File: src/ifb_pkg.sv
// package for the interrupt flag and enable bank
// assumes a 32-bit classic wishbone master and a single 20 MHz clock
package ifb_pkg;

  // ----------------------------------------------------------------
  // bus and register geometry
  // ----------------------------------------------------------------
  localparam int unsigned ADDR_W    = 8;
  localparam int unsigned DATA_W    = 32;
  localparam int unsigned SEL_W     = 4;
  localparam int unsigned REG_W     = 16;
  localparam int unsigned FLAG7_W   = 6;
  localparam int unsigned SRC_W     = 32;

  // ----------------------------------------------------------------
  // register byte offsets
  // ----------------------------------------------------------------
  localparam logic [ADDR_W-1:0] OFS_FLAGS7  = 8'h00;
  localparam logic [ADDR_W-1:0] OFS_EN0     = 8'h04;
  localparam logic [ADDR_W-1:0] OFS_EN1     = 8'h08;
  localparam logic [ADDR_W-1:0] OFS_EVT_STS = 8'h0c;
  localparam logic [ADDR_W-1:0] OFS_EVT_CLR = 8'h10;
  localparam logic [ADDR_W-1:0] OFS_EVT_EN  = 8'h14;

  // ----------------------------------------------------------------
  // implemented bit masks and reset values
  // ----------------------------------------------------------------
  localparam logic [REG_W-1:0]   FLAGS7_MASK = 16'h003f;
  localparam logic [REG_W-1:0]   EN0_MASK    = 16'hffff;
  localparam logic [REG_W-1:0]   EN1_MASK    = 16'hffdf;
  localparam logic [REG_W-1:0]   REG_RST     = 16'h0000;
  localparam logic [FLAG7_W-1:0] EVT_RST     = 6'h00;
  localparam logic [DATA_W-1:0]  RD_ZERO     = 32'h0000_0000;

  // ----------------------------------------------------------------
  // field positions
  // ----------------------------------------------------------------
  localparam int unsigned BIT_SCAN_CTRL  = 5;
  localparam int unsigned BIT_SER6_ERR   = 4;
  localparam int unsigned BIT_SER6_TX    = 3;
  localparam int unsigned BIT_SER6_RX    = 2;
  localparam int unsigned BIT_SER5_ERR   = 1;
  localparam int unsigned BIT_SER5_TX    = 0;
  localparam int unsigned BIT_FLASH_DONE = 15;
  localparam int unsigned BIT_EXT_IRQ0   = 0;
  localparam int unsigned BIT_SER2_TX    = 15;
  localparam int unsigned BIT_CAPCMP6    = 7;
  localparam int unsigned BIT_CAPCMP5    = 6;
  localparam int unsigned BIT_EN1_HOLE   = 5;
  localparam int unsigned BIT_EXT_IRQ1   = 4;
  localparam int unsigned BIT_I2C1_SLAVE = 0;

  // ----------------------------------------------------------------
  // carriers
  // ----------------------------------------------------------------
  typedef struct packed {
    logic              cyc;
    logic              stb;
    logic              we;
    logic [ADDR_W-1:0] adr;
    logic [SEL_W-1:0]  sel;
    logic [DATA_W-1:0] dat;
  } ifb_wb_req_t;

  typedef struct packed {
    logic              ack;
    logic [DATA_W-1:0] dat;
  } ifb_wb_rsp_t;

endpackage : ifb_pkg

File: src/ifb_bank.sv
// interrupt flag word 7 and enable words 0 and 1, wishbone slave
// assumes a classic single-cycle wishbone master on the same clock;
// word 7 sources may be asynchronous, other flag inputs are local logic
`timescale 1ns/1ps
`default_nettype none

// Overview of operation
// - unimplemented bits read zero, ignore writes
// - flag set by source, software may write
// - flag bit 5 latches scan controller
// - serial six sets bits four, three, two
// - enable one permits, zero blocks request
// - enable word zero upper byte assignments
// - enable word zero lower byte assignments
// - enable word one upper byte assignments
// - capcmp six, five, hole, external one
// - power-on reset clears all bits
// - enable word one low nibble gating
module ifb_bank
  import ifb_pkg::*;
(
  // clock and reset
  input  wire logic               ref_clk_in,
  input  wire logic               rst_n_in,
  // wishbone slave
  input  wire ifb_wb_req_t        wb_req_in,
  output ifb_wb_rsp_t             wb_rsp_out,
  // word 7 interrupt sources, asynchronous
  input  wire logic [FLAG7_W-1:0] flag7_src_in,
  // enables for word 7 sources, held elsewhere
  input  wire logic [FLAG7_W-1:0] flag7_en_in,
  // flags for enable words 0 (low half) and 1 (high half)
  input  wire logic [SRC_W-1:0]   ext_flags_in,
  // gated requests to the core
  output logic      [SRC_W-1:0]   core_req_out,
  output logic      [FLAG7_W-1:0] flag7_req_out,
  // bank event interrupt
  output logic                    irq_out
);

  // ----------------------------------------------------------------
  // source synchronisation and edge detect
  // ----------------------------------------------------------------
  logic [FLAG7_W-1:0] src_sync;
  logic [FLAG7_W-1:0] src_prev_r;
  logic [FLAG7_W-1:0] src_prev_nxt;
  logic [FLAG7_W-1:0] hw_set;

  ifb_sync #(
    .WIDTH (FLAG7_W)
  ) u_sync (
    .ref_clk_in (ref_clk_in),
    .rst_n_in   (rst_n_in),
    .async_in   (flag7_src_in),
    .sync_out   (src_sync)
  );

  always_comb begin
    src_prev_nxt = src_sync;
    hw_set       = src_sync & ~src_prev_r;
  end

  always_ff @(posedge ref_clk_in or negedge rst_n_in) begin
    if (!rst_n_in) begin
      src_prev_r <= EVT_RST;
    end else begin
      src_prev_r <= src_prev_nxt;
    end
  end

  // ----------------------------------------------------------------
  // bus decode
  // ----------------------------------------------------------------
  logic              ack_r;
  logic              ack_nxt;
  logic [DATA_W-1:0] rdat_r;
  logic [DATA_W-1:0] rdat_nxt;
  logic              access;
  logic              wr;
  logic [REG_W-1:0]  wmask;

  always_comb begin
    access = wb_req_in.cyc & wb_req_in.stb & ~ack_r;
    wr     = access & wb_req_in.we;
    wmask  = {{8{wb_req_in.sel[1]}}, {8{wb_req_in.sel[0]}}};
  end

  // ----------------------------------------------------------------
  // register bank
  // ----------------------------------------------------------------
  logic [REG_W-1:0]   flags7_r;
  logic [REG_W-1:0]   flags7_nxt;
  logic [REG_W-1:0]   en0_r;
  logic [REG_W-1:0]   en0_nxt;
  logic [REG_W-1:0]   en1_r;
  logic [REG_W-1:0]   en1_nxt;
  logic [FLAG7_W-1:0] evt_sts_r;
  logic [FLAG7_W-1:0] evt_sts_nxt;
  logic [FLAG7_W-1:0] evt_en_r;
  logic [FLAG7_W-1:0] evt_en_nxt;
  logic [REG_W-1:0]   wval;

  always_comb begin
    flags7_nxt  = flags7_r;
    en0_nxt     = en0_r;
    en1_nxt     = en1_r;
    evt_sts_nxt = evt_sts_r;
    evt_en_nxt  = evt_en_r;
    wval        = wb_req_in.dat[REG_W-1:0];
    if (wr) begin
      unique case (wb_req_in.adr)
        OFS_FLAGS7:  flags7_nxt = (flags7_r & ~wmask) | (wval & wmask);
        OFS_EN0:     en0_nxt = (en0_r & ~wmask) | (wval & wmask);
        OFS_EN1:     en1_nxt = (en1_r & ~wmask) | (wval & wmask);
        OFS_EVT_CLR: evt_sts_nxt = evt_sts_r & ~(wval[FLAG7_W-1:0] & wmask[FLAG7_W-1:0]);
        OFS_EVT_EN:  evt_en_nxt = (evt_en_r & ~wmask[FLAG7_W-1:0])
                                  | (wval[FLAG7_W-1:0] & wmask[FLAG7_W-1:0]);
        default:     flags7_nxt = flags7_r;
      endcase
    end
    flags7_nxt[FLAG7_W-1:0] = flags7_nxt[FLAG7_W-1:0] | hw_set;
    evt_sts_nxt             = evt_sts_nxt | hw_set;
    flags7_nxt = flags7_nxt & FLAGS7_MASK;
    en0_nxt    = en0_nxt & EN0_MASK;
    en1_nxt    = en1_nxt & EN1_MASK;
  end

  always_ff @(posedge ref_clk_in or negedge rst_n_in) begin
    if (!rst_n_in) begin
      flags7_r  <= REG_RST;
      en0_r     <= REG_RST;
      en1_r     <= REG_RST;
      evt_sts_r <= EVT_RST;
      evt_en_r  <= EVT_RST;
    end else begin
      flags7_r  <= flags7_nxt;
      en0_r     <= en0_nxt;
      en1_r     <= en1_nxt;
      evt_sts_r <= evt_sts_nxt;
      evt_en_r  <= evt_en_nxt;
    end
  end

  // ----------------------------------------------------------------
  // read path and acknowledge
  // ----------------------------------------------------------------
  always_comb begin
    ack_nxt  = access;
    rdat_nxt = RD_ZERO;
    if (access && !wb_req_in.we) begin
      unique case (wb_req_in.adr)
        OFS_FLAGS7:  rdat_nxt = {{(DATA_W-REG_W){1'b0}}, flags7_r};
        OFS_EN0:     rdat_nxt = {{(DATA_W-REG_W){1'b0}}, en0_r};
        OFS_EN1:     rdat_nxt = {{(DATA_W-REG_W){1'b0}}, en1_r};
        OFS_EVT_STS: rdat_nxt = {{(DATA_W-FLAG7_W){1'b0}}, evt_sts_r};
        OFS_EVT_EN:  rdat_nxt = {{(DATA_W-FLAG7_W){1'b0}}, evt_en_r};
        default:     rdat_nxt = RD_ZERO;
      endcase
    end
  end

  always_ff @(posedge ref_clk_in or negedge rst_n_in) begin
    if (!rst_n_in) begin
      ack_r  <= 1'b0;
      rdat_r <= RD_ZERO;
    end else begin
      ack_r  <= ack_nxt;
      rdat_r <= rdat_nxt;
    end
  end

  assign wb_rsp_out = '{ack: ack_r, dat: rdat_r};

  // ----------------------------------------------------------------
  // request gating to the core
  // ----------------------------------------------------------------
  logic [SRC_W-1:0]   core_req_r;
  logic [SRC_W-1:0]   core_req_nxt;
  logic [FLAG7_W-1:0] f7_req_r;
  logic [FLAG7_W-1:0] f7_req_nxt;
  logic               irq_r;
  logic               irq_nxt;

  always_comb begin
    core_req_nxt = ext_flags_in & {en1_r, en0_r};
    f7_req_nxt   = flags7_r[FLAG7_W-1:0] & flag7_en_in;
    irq_nxt      = |(evt_sts_r & evt_en_r);
  end

  always_ff @(posedge ref_clk_in or negedge rst_n_in) begin
    if (!rst_n_in) begin
      core_req_r <= '0;
      f7_req_r   <= EVT_RST;
      irq_r      <= 1'b0;
    end else begin
      core_req_r <= core_req_nxt;
      f7_req_r   <= f7_req_nxt;
      irq_r      <= irq_nxt;
    end
  end

  assign core_req_out  = core_req_r;
  assign flag7_req_out = f7_req_r;
  assign irq_out       = irq_r;

  // ----------------------------------------------------------------
  // checks
  // ----------------------------------------------------------------
  logic started_r;

  always_ff @(posedge ref_clk_in or negedge rst_n_in) begin
    if (!rst_n_in) begin
      started_r <= 1'b0;
    end else begin
      started_r <= 1'b1;
    end
  end

  property p_holes_zero;
    @(posedge ref_clk_in) disable iff (!rst_n_in)
      (ack_r && $past(!wb_req_in.we) && $past(wb_req_in.adr) == OFS_FLAGS7)
      |-> (rdat_r[DATA_W-1:FLAG7_W] == '0 && en1_r[BIT_EN1_HOLE] == 1'b0);
  endproperty
  a_holes_zero: assert property (p_holes_zero)
    else $error("unimplemented bit not zero");

  property p_hw_set;
    @(posedge ref_clk_in) disable iff (!rst_n_in)
      (|hw_set) |=> ((flags7_r[FLAG7_W-1:0] & $past(hw_set)) == $past(hw_set));
  endproperty
  a_hw_set: assert property (p_hw_set)
    else $error("flag not set by source");

  property p_scan_flag;
    @(posedge ref_clk_in) disable iff (!rst_n_in)
      $rose(src_sync[BIT_SCAN_CTRL]) |=> flags7_r[BIT_SCAN_CTRL] && evt_sts_r[BIT_SCAN_CTRL];
  endproperty
  a_scan_flag: assert property (p_scan_flag)
    else $error("scan controller flag missed");

  property p_serial6;
    @(posedge ref_clk_in) disable iff (!rst_n_in)
      $rose(flag7_src_in[BIT_SER6_ERR]) ##2 $rose(src_sync[BIT_SER6_ERR])
      |=> flags7_r[BIT_SER6_ERR];
  endproperty
  a_serial6: assert property (p_serial6)
    else $error("serial six error flag missed");

  property p_serial5;
    @(posedge ref_clk_in) disable iff (!rst_n_in)
      hw_set[BIT_SER5_TX] |=> flags7_r[BIT_SER5_TX] && evt_sts_r[BIT_SER5_TX];
  endproperty
  a_serial5: assert property (p_serial5)
    else $error("serial five transmit flag missed");

  property p_gate;
    @(posedge ref_clk_in) disable iff (!rst_n_in)
      started_r |=> core_req_r == ($past(ext_flags_in) & $past({en1_r, en0_r}));
  endproperty
  a_gate: assert property (p_gate)
    else $error("core request not flag and enable");

  property p_block;
    @(posedge ref_clk_in) disable iff (!rst_n_in)
      !en0_r[BIT_EXT_IRQ0] |=> !core_req_r[BIT_EXT_IRQ0];
  endproperty
  a_block: assert property (p_block)
    else $error("disabled request forwarded");

  property p_en0_write;
    @(posedge ref_clk_in) disable iff (!rst_n_in)
      (wr && wb_req_in.adr == OFS_EN0 && wb_req_in.sel[1:0] == 2'h3 && !(|hw_set))
      |=> en0_r == $past(wb_req_in.dat[REG_W-1:0]);
  endproperty
  a_en0_write: assert property (p_en0_write)
    else $error("enable word zero write lost");

  property p_en1_write;
    @(posedge ref_clk_in) disable iff (!rst_n_in)
      (wr && wb_req_in.adr == OFS_EN1 && wb_req_in.sel[1:0] == 2'h3)
      |=> en1_r == ($past(wb_req_in.dat[REG_W-1:0]) & EN1_MASK);
  endproperty
  a_en1_write: assert property (p_en1_write)
    else $error("enable word one write wrong");

  property p_reset_clear;
    @(posedge ref_clk_in) disable iff (!rst_n_in)
      !started_r |-> (flags7_r == REG_RST && en0_r == REG_RST && en1_r == REG_RST);
  endproperty
  a_reset_clear: assert property (p_reset_clear)
    else $error("register not clear after reset");

  property p_low_nibble;
    @(posedge ref_clk_in) disable iff (!rst_n_in)
      (en1_r[BIT_I2C1_SLAVE] && ext_flags_in[REG_W + BIT_I2C1_SLAVE])
      |=> core_req_r[REG_W + BIT_I2C1_SLAVE];
  endproperty
  a_low_nibble: assert property (p_low_nibble)
    else $error("i2c slave request not forwarded");

  property p_ack_pulse;
    @(posedge ref_clk_in) disable iff (!rst_n_in)
      ack_r |=> !ack_r;
  endproperty
  a_ack_pulse: assert property (p_ack_pulse)
    else $error("ack held longer than one cycle");

  property p_irq_out;
    @(posedge ref_clk_in) disable iff (!rst_n_in)
      (|(evt_sts_r & evt_en_r)) |=> irq_r;
  endproperty
  a_irq_out: assert property (p_irq_out)
    else $error("event interrupt not raised");

  c_flag_set: cover property (@(posedge ref_clk_in) disable iff (!rst_n_in)
    $rose(flags7_r[BIT_SCAN_CTRL]));
  c_fwd: cover property (@(posedge ref_clk_in) disable iff (!rst_n_in)
    $rose(core_req_r[BIT_FLASH_DONE]));
  c_irq: cover property (@(posedge ref_clk_in) disable iff (!rst_n_in)
    $rose(irq_r));
  c_set_vs_clr: cover property (@(posedge ref_clk_in) disable iff (!rst_n_in)
    wr && wb_req_in.adr == OFS_FLAGS7 && (|hw_set));

endmodule : ifb_bank
`default_nettype wire

File: src/ifb_sync.sv
// two-flop level synchroniser, one per bit
// assumes inputs may change at any time relative to the clock
`timescale 1ns/1ps
`default_nettype none
module ifb_sync #(
  parameter int unsigned WIDTH = 6
) (
  // clock and reset
  input  wire logic             ref_clk_in,
  input  wire logic             rst_n_in,
  // data
  input  wire logic [WIDTH-1:0] async_in,
  output logic      [WIDTH-1:0] sync_out
);

  logic [WIDTH-1:0] meta_r;
  logic [WIDTH-1:0] hold_r;

  always_ff @(posedge ref_clk_in or negedge rst_n_in) begin
    if (!rst_n_in) begin
      meta_r <= '0;
      hold_r <= '0;
    end else begin
      meta_r <= async_in;
      hold_r <= meta_r;
    end
  end

  assign sync_out = hold_r;

endmodule : ifb_sync
`default_nettype wire
File: config.mk
export PLATFORM = sky130hd
export DESIGN_NAME = ifb_bank
export DESIGN_NICKNAME = d
export VERILOG_FILES = /design/src/ifb_pkg.sv /design/src/ifb_bank.sv /design/src/ifb_sync.sv
export SDC_FILE = /design/constraint.sdc
export NUM_CORES = 1
export LEC_CHECK = 0
export ABC_CLOCK_PERIOD_IN_PS = 1700
export BUFFER_PORTS_ARGS = -buffer_cell sky130_fd_sc_hd__buf_2
export CORE_MARGIN = 2
export CORE_UTILIZATION = 45
export CTS_CLUSTER_DIAMETER = 50
export DETAILED_ROUTE_END_ITERATION = 8
export HOLD_SLACK_MARGIN = 0.12
export PLACE_DENSITY = 0.78
export SYNTH_ARGS = -nofsm -noshare
export SYNTH_HDL_FRONTEND = slang
export SYNTH_HIERARCHICAL = 1
export SYNTH_SLANG_ARGS = --single-unit
File: constraint.sdc
create_clock -name ref_clk_in -period 1.7 [get_ports ref_clk_in]
set_input_delay 0.34 -clock ref_clk_in [delete_from_list [all_inputs] [get_ports ref_clk_in]]
set_output_delay 0.34 -clock ref_clk_in [all_outputs]
set_load 0.005 [all_outputs]
Yosys cells after proc, flatten, opt, wreduce, memory -nomap -nowiden
Index checks and enable logic that the tools add are counted.
{"block": "classes", "n_mux": 6, "n_eq_ne": 5, "bitwise_logic": 25, "n_reduce_logical": 7}
{"op": "$pmux W16 S5", "count": 1}
{"op": "$and A16 B16 Y16", "count": 3}
{"op": "$and A6 B6 Y6", "count": 7}
{"op": "$and A32 B32 Y32", "count": 1}
{"op": "$mux W32", "count": 1}
{"op": "$or A16 B16 Y16", "count": 2}
{"op": "$mux W6", "count": 4}
{"op": "$or A6 B6 Y6", "count": 4}
{"op": "$not A6 Y6", "count": 3}
{"op": "$eq A8 B4 Y1 const B", "count": 2}
{"op": "$eq A8 B5 Y1 const B", "count": 2}
{"op": "$not A16 Y16", "count": 1}
{"op": "$eq A8 B3 Y1 const B", "count": 1}
{"op": "$logic_not A8 Y1", "count": 1}
{"op": "$reduce_and A2 Y1", "count": 3}
{"op": "$reduce_or A6 Y1", "count": 1}
{"op": "$and A1 B1 Y1", "count": 3}
{"op": "$logic_and A1 B1 Y1", "count": 1}
{"op": "$logic_not A1 Y1", "count": 1}
{"op": "$not A1 Y1", "count": 1}
{"block": "totals", "register_bits": 139, "elab_cells": 56, "input_bits": 93, "out_inout_bits": 72}

Longest topological paths before layout
Gate-level depths: netlist of run 1.
{"block": "logic_depth", "word_depth": 6, "ltp_mapped": 6, "depth_no_buf": 4}

By module
Netlist of run 1, hierarchy kept.
{"mod": "ifb_bank", "n_inst": 1, "cells_each": 343, "seq_area_each_um2": 2752.6, "area_each_um2": 4461.8}
{"mod": "ifb_sync", "n_inst": 1, "cells_each": 12, "seq_area_each_um2": 300.3, "area_each_um2": 300.3}

Worst setup path before layout of run 1
OpenSTA, ideal clock, no wires.
{"block": "synth_path", "kind": "input to register", "start": "input port wb_req_in[37] (netlist bit)", "end": "register (tool-made name)", "path_slack_ns": 0.059, "required_ns": 1.575, "path_stages": 6, "setup_time_ns": 0.125, "arrival_ns": 1.516, "path_buffers": 2, "cell_sequence": "nor4_2 and3b_1 buf_6 and3_4 buf_8 mux2_4"}
{"item": "start, declared", "line": "ifb_bank.sv:26", "rtl": "input wire ifb_wb_req_t wb_req_in,"}

Final worst setup path of run 1
{"block": "layout_path", "start": "register ack_r", "end": "register rdat_r[0]"}
{"block": "layout_between", "elab_chain_cells": 4}
{"item": "start, declared", "line": "ifb_bank.sv:74", "rtl": "logic ack_r;"}
{"item": "start signal, assigned", "line": "ifb_bank.sv:167", "rtl": "ack_r <= ack_nxt;"}
{"item": "$not A1 Y1", "line": "ifb_bank.sv:83", "rtl": "access = wb_req_in.cyc & wb_req_in.stb & ~ack_r;"}
{"item": "$and A1 B1 Y1", "line": "ifb_bank.sv:83"}
{"item": "named net access", "line": "ifb_bank.sv:78", "rtl": "logic access;"}
{"item": "$logic_and A1 B1 Y1", "line": "ifb_bank.sv:150", "rtl": "if (access && !wb_req_in.we) begin"}
{"item": "$mux W32", "line": "ifb_bank.sv:150"}
{"item": "named net rdat_nxt[0]", "line": "ifb_bank.sv:77", "rtl": "logic [DATA_W-1:0] rdat_nxt;"}
{"item": "end signal, assigned", "line": "ifb_bank.sv:168", "rtl": "rdat_r <= rdat_nxt;"}
{"item": "end, declared", "line": "ifb_bank.sv:76", "rtl": "logic [DATA_W-1:0] rdat_r;"}
The timed path passes the listed nets, and every way through them passes these cells.
A chain may end at the register's enable or synchronous reset.

==> impl_metrics.json, run 1 <==
{
  "first_pass_iters": 4,
  "gr-total-overflow": 0,
  "grt_pass1_wl_mm": 18.2,
  "slew_headroom_pct": 53.7,
  "ys_warn_count": 6,
  "ant_nets": 0,
  "drive_above_1_share_pct": 38.9,
  "crit_required_ps": 2130,
  "critPathCaptureType": "flip-flop",
  "arrival_ps": 2070,
  "htreeDepth": 4,
  "clock_sinks": 122,
  "die_h_um": 107,
  "final_util_pct": 66.3,
  "via_count": 3471,
  "switchingPower_w": 0.00153,
  "numCtsBuffers": 17,
  "synth_cell_types": 33,
  "grt_pass1_vias": 3683,
  "clockBufferDepth": 2,
  "via_per_inst": 4.85,
  "clock_latency_ps": 520,
  "wl_per_cell_um": 16.1,
  "grt_max_degree": 47,
  "max_slew.worst_pin.slew_ps": 691,
  "hpwl_mm": 7.36,
  "coreArea_um2": 10300,
  "slew_violations": 0,
  "drc": 0,
  "numPortBuffers": 128,
  "wl_mm": 11.5,
  "final_cell_mix": "127 x buf_2, 122 x dfrtp_1, 59 x dlygate4sd3_1",
  "finalPower_w": 0.00712,
  "cp-start-kind": "flip-flop",
  "gp_congestion": 0.789,
  "timing_worst_setup_path_type": "reg -> reg",
  "seq_area_frac_synth_pct": 64.1,
  "cts_tree": "yes",
  "cap_violations": 0,
  "ioPinCount": 165,
  "power_frac_seq_pct": 41.6,
  "synth_area_um2": 4760,
  "avgSynthCellArea_um2": 13.4,
  "irDropWorstVdd_v": 0.000643,
  "worst_r2r_endpoint": "rdat_r[0]$_DFF_PN0_",
  "rsz0062_at_grt": "false",
  "leakage_nw": 3.45,
  "layout_commonest_cell": "buf_2",
  "clk_pin_slew_worst_paths_ps": 60,
  "hold_violations": 0,
  "diodes": 0,
  "rrSetupSlack_ps": 50,
  "die_w_um": 107,
  "clkPwrFrac_pct": 52.4,
  "combPwrFrac_pct": 6.0,
  "antenna_found_initial": 0,
  "min_path_type": "in -> reg",
  "setup_viol": 0,
  "swShare_pct": 21.5,
  "grtUsageTotal_pct": 21.3,
  "outcome": "finished, final reports clean",
  "syn_inst": 355,
  "synth_top_cells_by_area": "dfrtp_1 64%, mux2_2 7.3%, and2_1 4.9%, buf_4 2.8%, nor2_1 2.4%",
  "cts_root_buffer": "clkbuf_8",
  "min_delay_path_depth": 2,
  "dieArea_um2": 11400,
  "drt_iter0_markers": 279,
  "p_int_w": 0.00560,
  "cp_max_fo": 6,
  "yosysTopAreaCell": "dfrtp_1",
  "hp-start": "wb_req_in[2]",
  "r2r-start": "ack_r$_DFF_PN0_",
  "area_growth_pct": 43.1,
  "postCtsSetupBuffers": 0,
  "fin_skew_ps": 7.15,
  "post-route-min-period_ps": 1650,
  "initial_core_util_pct": 46.3,
  "r2r_cells": 5,
  "timing.fmax_ghz": 0.607,
  "ys_seq_elements": 122,
  "final.setup.tns_ps": 0,
  "nets": 659,
  "fin_crit_sh_pct": 96.8,
  "synth_top_cell_area_share_pct": 64.1,
  "rows": 37,
  "powerDensity_nw_per_um2": 1050
}
## layout make-up
cell class | instances | area, um^2
Fill cell | 727 | 3460
Sequential cell | 122 | 3050
Multi-Input combinational cell | 218 | 1570
Timing Repair Buffer | 205 | 1390
Clock buffer | 18 | 428
Clock inverter | 14 | 195
Tap cell | 136 | 170
Inverter | 2 | 7.51
## cell families after synthesis
family / after synthesis / share of synthesized area [%]
other: 1 / 0.0787
multiplexers: 49 / 12.0
AO/OA/AOI/OAI: 35 / 4.62
flip-flops: 122 / 64.1
buffers and inverters: 31 / 4.39
AND/OR/NAND/NOR: 117 / 14.8
## worst max-delay path by stage
stage / from / to / slack, ps / depth (start not counted)
finish: ack_r$_DFF_PN0_ / rdat_r[0]$_DFF_PN0_ / 50 / 5
global route: ack_r$_DFF_PN0_ / flip-flop / 20 / 5
CTS: ack_r$_DFF_PN0_ / flip-flop / 40 / 5
detailed placement: wb_req_in[37] / rdat_r[0]$_DFF_PN0_ / -170 / 6
global placement: wb_req_in[37] / rdat_r[0]$_DFF_PN0_ / -120 / 6
floorplan: wb_req_in[37] / flip-flop / 60 / 6
## layer usage
metal,share of wire (%),track usage [%],up-vias,wire [um]
met3,5.0,5.29,19,581
met5,0,0,-,0
met2,54,36.8,130,6170
met1,39,24.4,1716,4520
li1,-,-,1606,-
met4,2.1,11.5,0,242
## Yosys cell counts
cell and count:
nor4_2 1, and3b_1 2, buf_6 1, dfrtp_1 122, buf_2 5, and4_1 2, nor4b_1 1, o21ai_0 5
a32oi_1 2, and2_1 37, buf_8 1, mux4_2 1, conb_1 1, mux2_2 31, nand2_1 7, inv_1 2
buf_4 18, nor2_1 30, nand3_1 8, nand3_4 4, nand3b_1 2, and3_1 5, mux2_4 6, a22oi_1 13
a31oi_1 2, and3_4 1, mux2i_1 11, nor4_1 1, a21oi_1 12, o211ai_1 1, nor2b_1 15, nor4bb_1 1
clkbuf_1 4
## stage by stage
| step | hold WS, ps | instances | area [um^2] | worst slack (ps) |
|---|---|---|---|---|
| 4_1_cts | 132 | 715 | 6810 | 39.6 |
| 2_1_floorplan | 44.4 | 371 | 4820 | 59.0 |
| 6_report | 160 | 715 | 6820 | 53.6 |
| 3_3_place_gp | 308 | 624 | 5600 | -116 |
| 5_1_grt | 156 | 715 | 6820 | 19.5 |
| 3_5_place_dp | 314 | 624 | 5600 | -166 |
## power groups by stage
stage	clock network, W	registers (W)	logic (W)
detailed placement	0	0.00301	0.000319
floorplan	0	0.00301	0.000134
finish	0.00373	0.00296	0.000430
CTS	0.00379	0.00296	0.000429
global placement	0	0.00301	0.000311
global route	0.00394	0.00296	0.000474
## critical path, cell delays in order (launching register included)
cell	delay, ps
dfrtp_1	380
and3b_1	240
and3b_2	240
buf_4	140
o211ai_1	280
a21oi_2	270
## repair_timing
item / CTS / global route
resized for setup: 1 / 1
hold buffers: 59 / 0
endpoints found under the hold margin: 108 / 0
setup endpoints to repair: 1 / 17
No activity file was read; power rests on OpenSTA's default activity.
==> run 2, diff against run 1 <==
--- a/config.mk
+++ b/config.mk
@@ -9,6 +9,7 @@
 export BUFFER_PORTS_ARGS = -buffer_cell sky130_fd_sc_hd__buf_2
 export CORE_MARGIN = 2
 export CORE_UTILIZATION = 45
+export CTS_BUF_LIST = sky130_fd_sc_hd__clkbuf_16
 export CTS_CLUSTER_DIAMETER = 50
 export DETAILED_ROUTE_END_ITERATION = 8
 export HOLD_SLACK_MARGIN = 0.12
==> run 2 against run 1 <==
First-iteration DRC count shrank 20%. Clock-buffer cell count shrank 1. Highest routed layer unchanged. Critical path type unchanged. Critical path depth is the same. Flip-flop and latch count is the same. Utilization shrank 5.1 points. Power shrank 1.1%. Wire length shrank 7.2%. Sequential share of layout area grew 3.7 points. Final area shrank 7.6%. Worst setup slack lost 5.6 ps.
==> impl_metrics.json, run 2 (synthesis results as in run 1) <==
{
  "outcome": "finished, final reports clean",
  "final_cell_mix": "127 x buf_2, 122 x dfrtp_1, 37 x and2_1",
  "area_growth_pct": 32.2,
  "clock_latency_ps": 410,
  "die_w_um": 107,
  "via_count": 3287,
  "place_ws_ps": -166,
  "initial_core_util_pct": 46.3,
  "hold_violations": 0,
  "gr-total-overflow": 0,
  "rows": 37,
  "irDropWorstVdd_v": 0.000636,
  "slew_headroom_pct": 54.3,
  "die_h_um": 107,
  "cp_max_fo": 6,
  "clockBufferDepth": 2,
  "grt_max_degree": 47,
  "fin_area_um2": 6300,
  "clk_pin_slew_worst_paths_ps": 50,
  "drt_iter0_markers": 223,
  "ant_nets": 0,
  "cts_tree": "yes",
  "diodes": 0,
  "setup_viol": 0,
  "fin_ws_ps": 48.0,
  "drc": 0,
  "place_area_um2": 5600,
  "post-route-min-period_ps": 1650,
  "hpwl_mm": 7.36,
  "cts_root_buffer": "clkbuf_16",
  "ioPinCount": 165,
  "gp_congestion": 0.789,
  "crit_required_ps": 2010,
  "rsz0062_at_grt": "false",
  "grt_pass1_wl_mm": 17.0,
  "cp-start-kind": "flip-flop",
  "min_path_type": "in -> reg",
  "numCtsBuffers": 17,
  "via_per_inst": 4.96,
  "fin_crit_sh_pct": 97.2,
  "numPortBuffers": 128,
  "clock_sinks": 122,
  "arrival_ps": 1970,
  "htreeDepth": 4,
  "leakage_nw": 3.23,
  "dieArea_um2": 11400,
  "timing_worst_setup_path_type": "reg -> reg",
  "powerDensity_nw_per_um2": 1120,
  "crit_path_max_incr_delay_ps": 380,
  "cap_violations": 0,
  "critPathCaptureType": "flip-flop",
  "fin_skew_ps": 6.71,
  "grtUsageTotal_pct": 19.9,
  "dp_cells": 624,
  "max_slew.worst_pin.slew_ps": 682,
  "antenna_found_initial": 0,
  "grt_pass1_vias": 3410,
  "crit_path_cell_trace": "and3b_1, and3b_2, buf_4, o211ai_1, a21oi_2",
  "drive_above_1_share_pct": 42.5,
  "layout_commonest_cell": "buf_2",
  "timing.fmax_ghz": 0.605,
  "first_pass_iters": 4,
  "wl_per_cell_um": 16.1,
  "nets": 607,
  "slew_violations": 0,
  "coreArea_um2": 10300,
  "cpMaxStageDelayCell": "dfrtp_1",
  "finalNonFillerCells": 663,
  "wl_mm": 10.7
}
[run 2: cell count changes in the layout (fill, tap and decap cells not counted)]
| cell | delta |
|---|---|
| dlygate4sd3_1 | -52 |
| clkbuf_16 | +1 |
| clkinv_1 | +1 |
| clkbuf_8 | -2 |
[run 2: per-layer routing]
metal,wire length (um),global-route usage [%]
met1,4230,23.6
met2,5600,33.7
met3,586,4.92
met4,274,10.4
met5,0,0
[run 2: power breakdown]
part / leakage [nW] / switching, W / internal, W
Clock: 0.305 / 0.00130 / 0.00245
Combinational: 1.34 / 0.000186 / 0.000148
Sequential: 1.58 / 0.0000157 / 0.00295
[run 2: area by class of cell]
type / count / area, um^2
Fill cell: 815 / 3980
Sequential cell: 122 / 3050
Multi-Input combinational cell: 218 / 1570
Timing Repair Buffer: 153 / 873
Clock buffer: 17 / 425
Clock inverter: 15 / 199
Tap cell: 136 / 170
Inverter: 2 / 7.51
[run 2: through the flow]
step / setup TNS (ps) / hold slack [ps] / util, % / power, W
floorplan: 0 / 44.4 / - / 0.00314
global placement: -2940 / 308 / 54.5 / 0.00332
detailed placement: -4330 / 314 / 54.5 / 0.00333
CTS: 0 / 125 / 61.2 / 0.00711
global route: 0 / 134 / 61.3 / 0.00730
finish: 0 / 138 / 61.3 / 0.00704
[run 2: worst max-delay path: cells and delay by family (launching register included)]
kind	cells	cell delay [ps]
AOI/OAI and AO/OA	2	550
DFF	1	380
and+or+nand+nor	2	480
buffers and inverters	1	140
[run 2: worst paths after layout]
check,start,endpoint,slack [ps],cells after the start
max,ack_r$_DFF_PN0_,rdat_r[0]$_DFF_PN0_,50,5
min,ext_flags_in[11],core_req_out[11]$_DFF_PN0_,140,2
max reg2reg,ack_r$_DFF_PN0_,rdat_r[0]$_DFF_PN0_,50,5
min reg2reg,u_sync/meta_r[5]$_DFF_PN0_,u_sync/sync_out[5]$_DFF_PN0_,350,0
max in group asynchronous,rst_n_in,core_req_out[28]$_DFF_PN0_,700,3
min in group asynchronous,rst_n_in,u_sync/meta_r[1]$_DFF_PN0_,420,2
[run 2: repair_timing]
action,4_1_cts,5_1_grt
resized for setup,1,1
pin swaps,0,1
hold buffers,7,0
setup buffers,0,0
setup endpoints to repair,1,16
hold endpoints to repair,37,0
gates cloned,0,0
==> run 3, diff against run 2 <==
--- a/config.mk
+++ b/config.mk
@@ -7,6 +7,7 @@
 export LEC_CHECK = 0
 export ABC_CLOCK_PERIOD_IN_PS = 1700
 export BUFFER_PORTS_ARGS = -buffer_cell sky130_fd_sc_hd__buf_2
+export CORE_ASPECT_RATIO = 1.25
 export CORE_MARGIN = 2
 export CORE_UTILIZATION = 45
 export CTS_BUF_LIST = sky130_fd_sc_hd__clkbuf_16
==> run 3 against run 2 <==
Register-to-register slack barely moved. Non-clock buffer count did not move. Largest power group unchanged. Combinational power barely moved. Cell count fell by 0.60%.
==> impl_metrics.json, run 3 (synthesis results as in run 1) <==
{
  "outcome": "finished, final reports clean",
  "ioPinCount": 165,
  "min_to": "core_req_out[15]$_DFF_PN0_",
  "nets": 607,
  "power_frac_seq_pct": 44.9,
  "fin_skew_ps": 7.87,
  "swShare_pct": 21.2,
  "fillers": 856,
  "numPortBuffers": 128,
  "via_count": 3253,
  "final_cell_mix": "127 x buf_2, 122 x dfrtp_1, 37 x and2_1",
  "leakage_nw": 3.21,
  "combPwrFrac_pct": 5.1,
  "cap_violations": 0,
  "grt_pass1_wl_mm": 16.9,
  "rows": 42,
  "setup_viol": 0,
  "grt_pass1_vias": 3347,
  "grtUsageTotal_pct": 20.1,
  "rrSetupSlack_ps": 40,
  "via_per_inst": 4.94,
  "drive_above_1_share_pct": 41.2,
  "wl_per_cell_um": 16.3,
  "finalPower_w": 0.00659,
  "cts_tree": "yes",
  "numCtsBuffers": 17,
  "hold_violations": 0,
  "drt_iter0_markers": 191,
  "cp-start-kind": "flip-flop",
  "drc": 0,
  "powerDensity_nw_per_um2": 1060,
  "gp_congestion": 0.845,
  "coreArea_um2": 10500,
  "die_w_um": 96.0,
  "min_path_type": "in -> reg",
  "clock_latency_ps": 410,
  "ant_nets": 0,
  "finalNonFillerCells": 659,
  "irDropWorstVdd_v": 0.000726,
  "timing.fmax_ghz": 0.603,
  "critPathCaptureType": "flip-flop",
  "dp_cells": 620,
  "htreeDepth": 4,
  "layout_commonest_cell": "buf_2",
  "slew_violations": 0,
  "postCtsSetupBuffers": 0,
  "clock_sinks": 122,
  "clk_pin_slew_worst_paths_ps": 50,
  "hpwl_mm": 7.57,
  "p_int_w": 0.00519,
  "grt_max_degree": 55,
  "dieArea_um2": 11400,
  "post-route-min-period_ps": 1660,
  "r2r_cells": 5,
  "min_delay_path_depth": 2,
  "diodes": 0,
  "clockBufferDepth": 2,
  "fin_crit_sh_pct": 97.5,
  "antenna_found_initial": 0,
  "timing_worst_setup_path_type": "reg -> reg",
  "gr-total-overflow": 0,
  "wl_mm": 10.8,
  "switchingPower_w": 0.00140,
  "first_pass_iters": 4,
  "arrival_ps": 1950,
  "clkPwrFrac_pct": 50.0,
  "r2r-start": "ack_r$_DFF_PN0_",
  "hp-start": "ext_flags_in[15]",
  "cp_max_fo": 8,
  "cts_root_buffer": "clkbuf_16",
  "die_h_um": 119,
  "crit_required_ps": 1990,
  "area_growth_pct": 30.6,
  "initial_core_util_pct": 45.5
}
[run 3: routing by layer]
metal  wire [um]  vias up  track usage [%]
met2        5650      123             33.2
met1        4190     1607             23.9
met4         310        0             8.21
met3         612       25             6.58
li1            -     1498                -
met5           0        -                0
[run 3: final cells by class]
cell class	count	area, um^2	area share (%)
Clock buffer	17	425	6.84
Clock inverter	15	119	1.91
Inverter	2	7.51	0.121
Multi-Input combinational cell	218	1560	25.1
Sequential cell	122	3050	49.1
Tap cell	132	165	2.66
Timing Repair Buffer	153	886	14.2
[run 3: worst max-delay path, stage by stage (launching register included)]
cell     delay [ps]
dfrtp_1         360
and3b_1         300
and3b_2         260
buf_12          140
nand3_4         160
mux2_2          320
[run 3: worst max-delay path by stage]
stage | from | depth (start not counted) | slack, ps | endpoint
6_report | ack_r$_DFF_PN0_ | 5 | 40 | flip-flop
2_1_floorplan | wb_req_in[37] | 6 | 60 | flip-flop
3_3_place_gp | wb_req_in[37] | 6 | -130 | flip-flop
3_5_place_dp | wb_req_in[37] | 6 | -180 | flip-flop
5_1_grt | ack_r$_DFF_PN0_ | 5 | -20 | flip-flop
4_1_cts | ack_r$_DFF_PN0_ | 5 | 20 | flip-flop
[run 3: power by group through the flow]
stage / sequential, W / combinational [W] / clock [W]
2_1_floorplan: 0.00301 / 0.000134 / 0
3_3_place_gp: 0.00301 / 0.000309 / 0
3_5_place_dp: 0.00301 / 0.000323 / 0
4_1_cts: 0.00296 / 0.000339 / 0.00335
5_1_grt: 0.00297 / 0.000374 / 0.00349
6_report: 0.00296 / 0.000334 / 0.00329
[run 3: through the flow]
stage               hold WS [ps]  setup TNS [ps]  utilization [%]  setup WS (ps)  cell area (um^2)
floorplan                   44.4               0                -           59.0              4820
global placement             273           -4120             53.6           -128              5600
CTS                          122               0             59.5           22.9              6220
global route                 126           -75.0             59.5          -15.2              6220
finish                       135               0             59.5           42.4              6220
detailed placement           279           -6270             53.6           -179              5600
[run 3: timing repair]
action                                  4_1_cts  5_1_grt
hold buffers                                  7        0
endpoints found under the setup margin        0        7
hold endpoints to repair                     31        0
gates resized for setup                       0        1
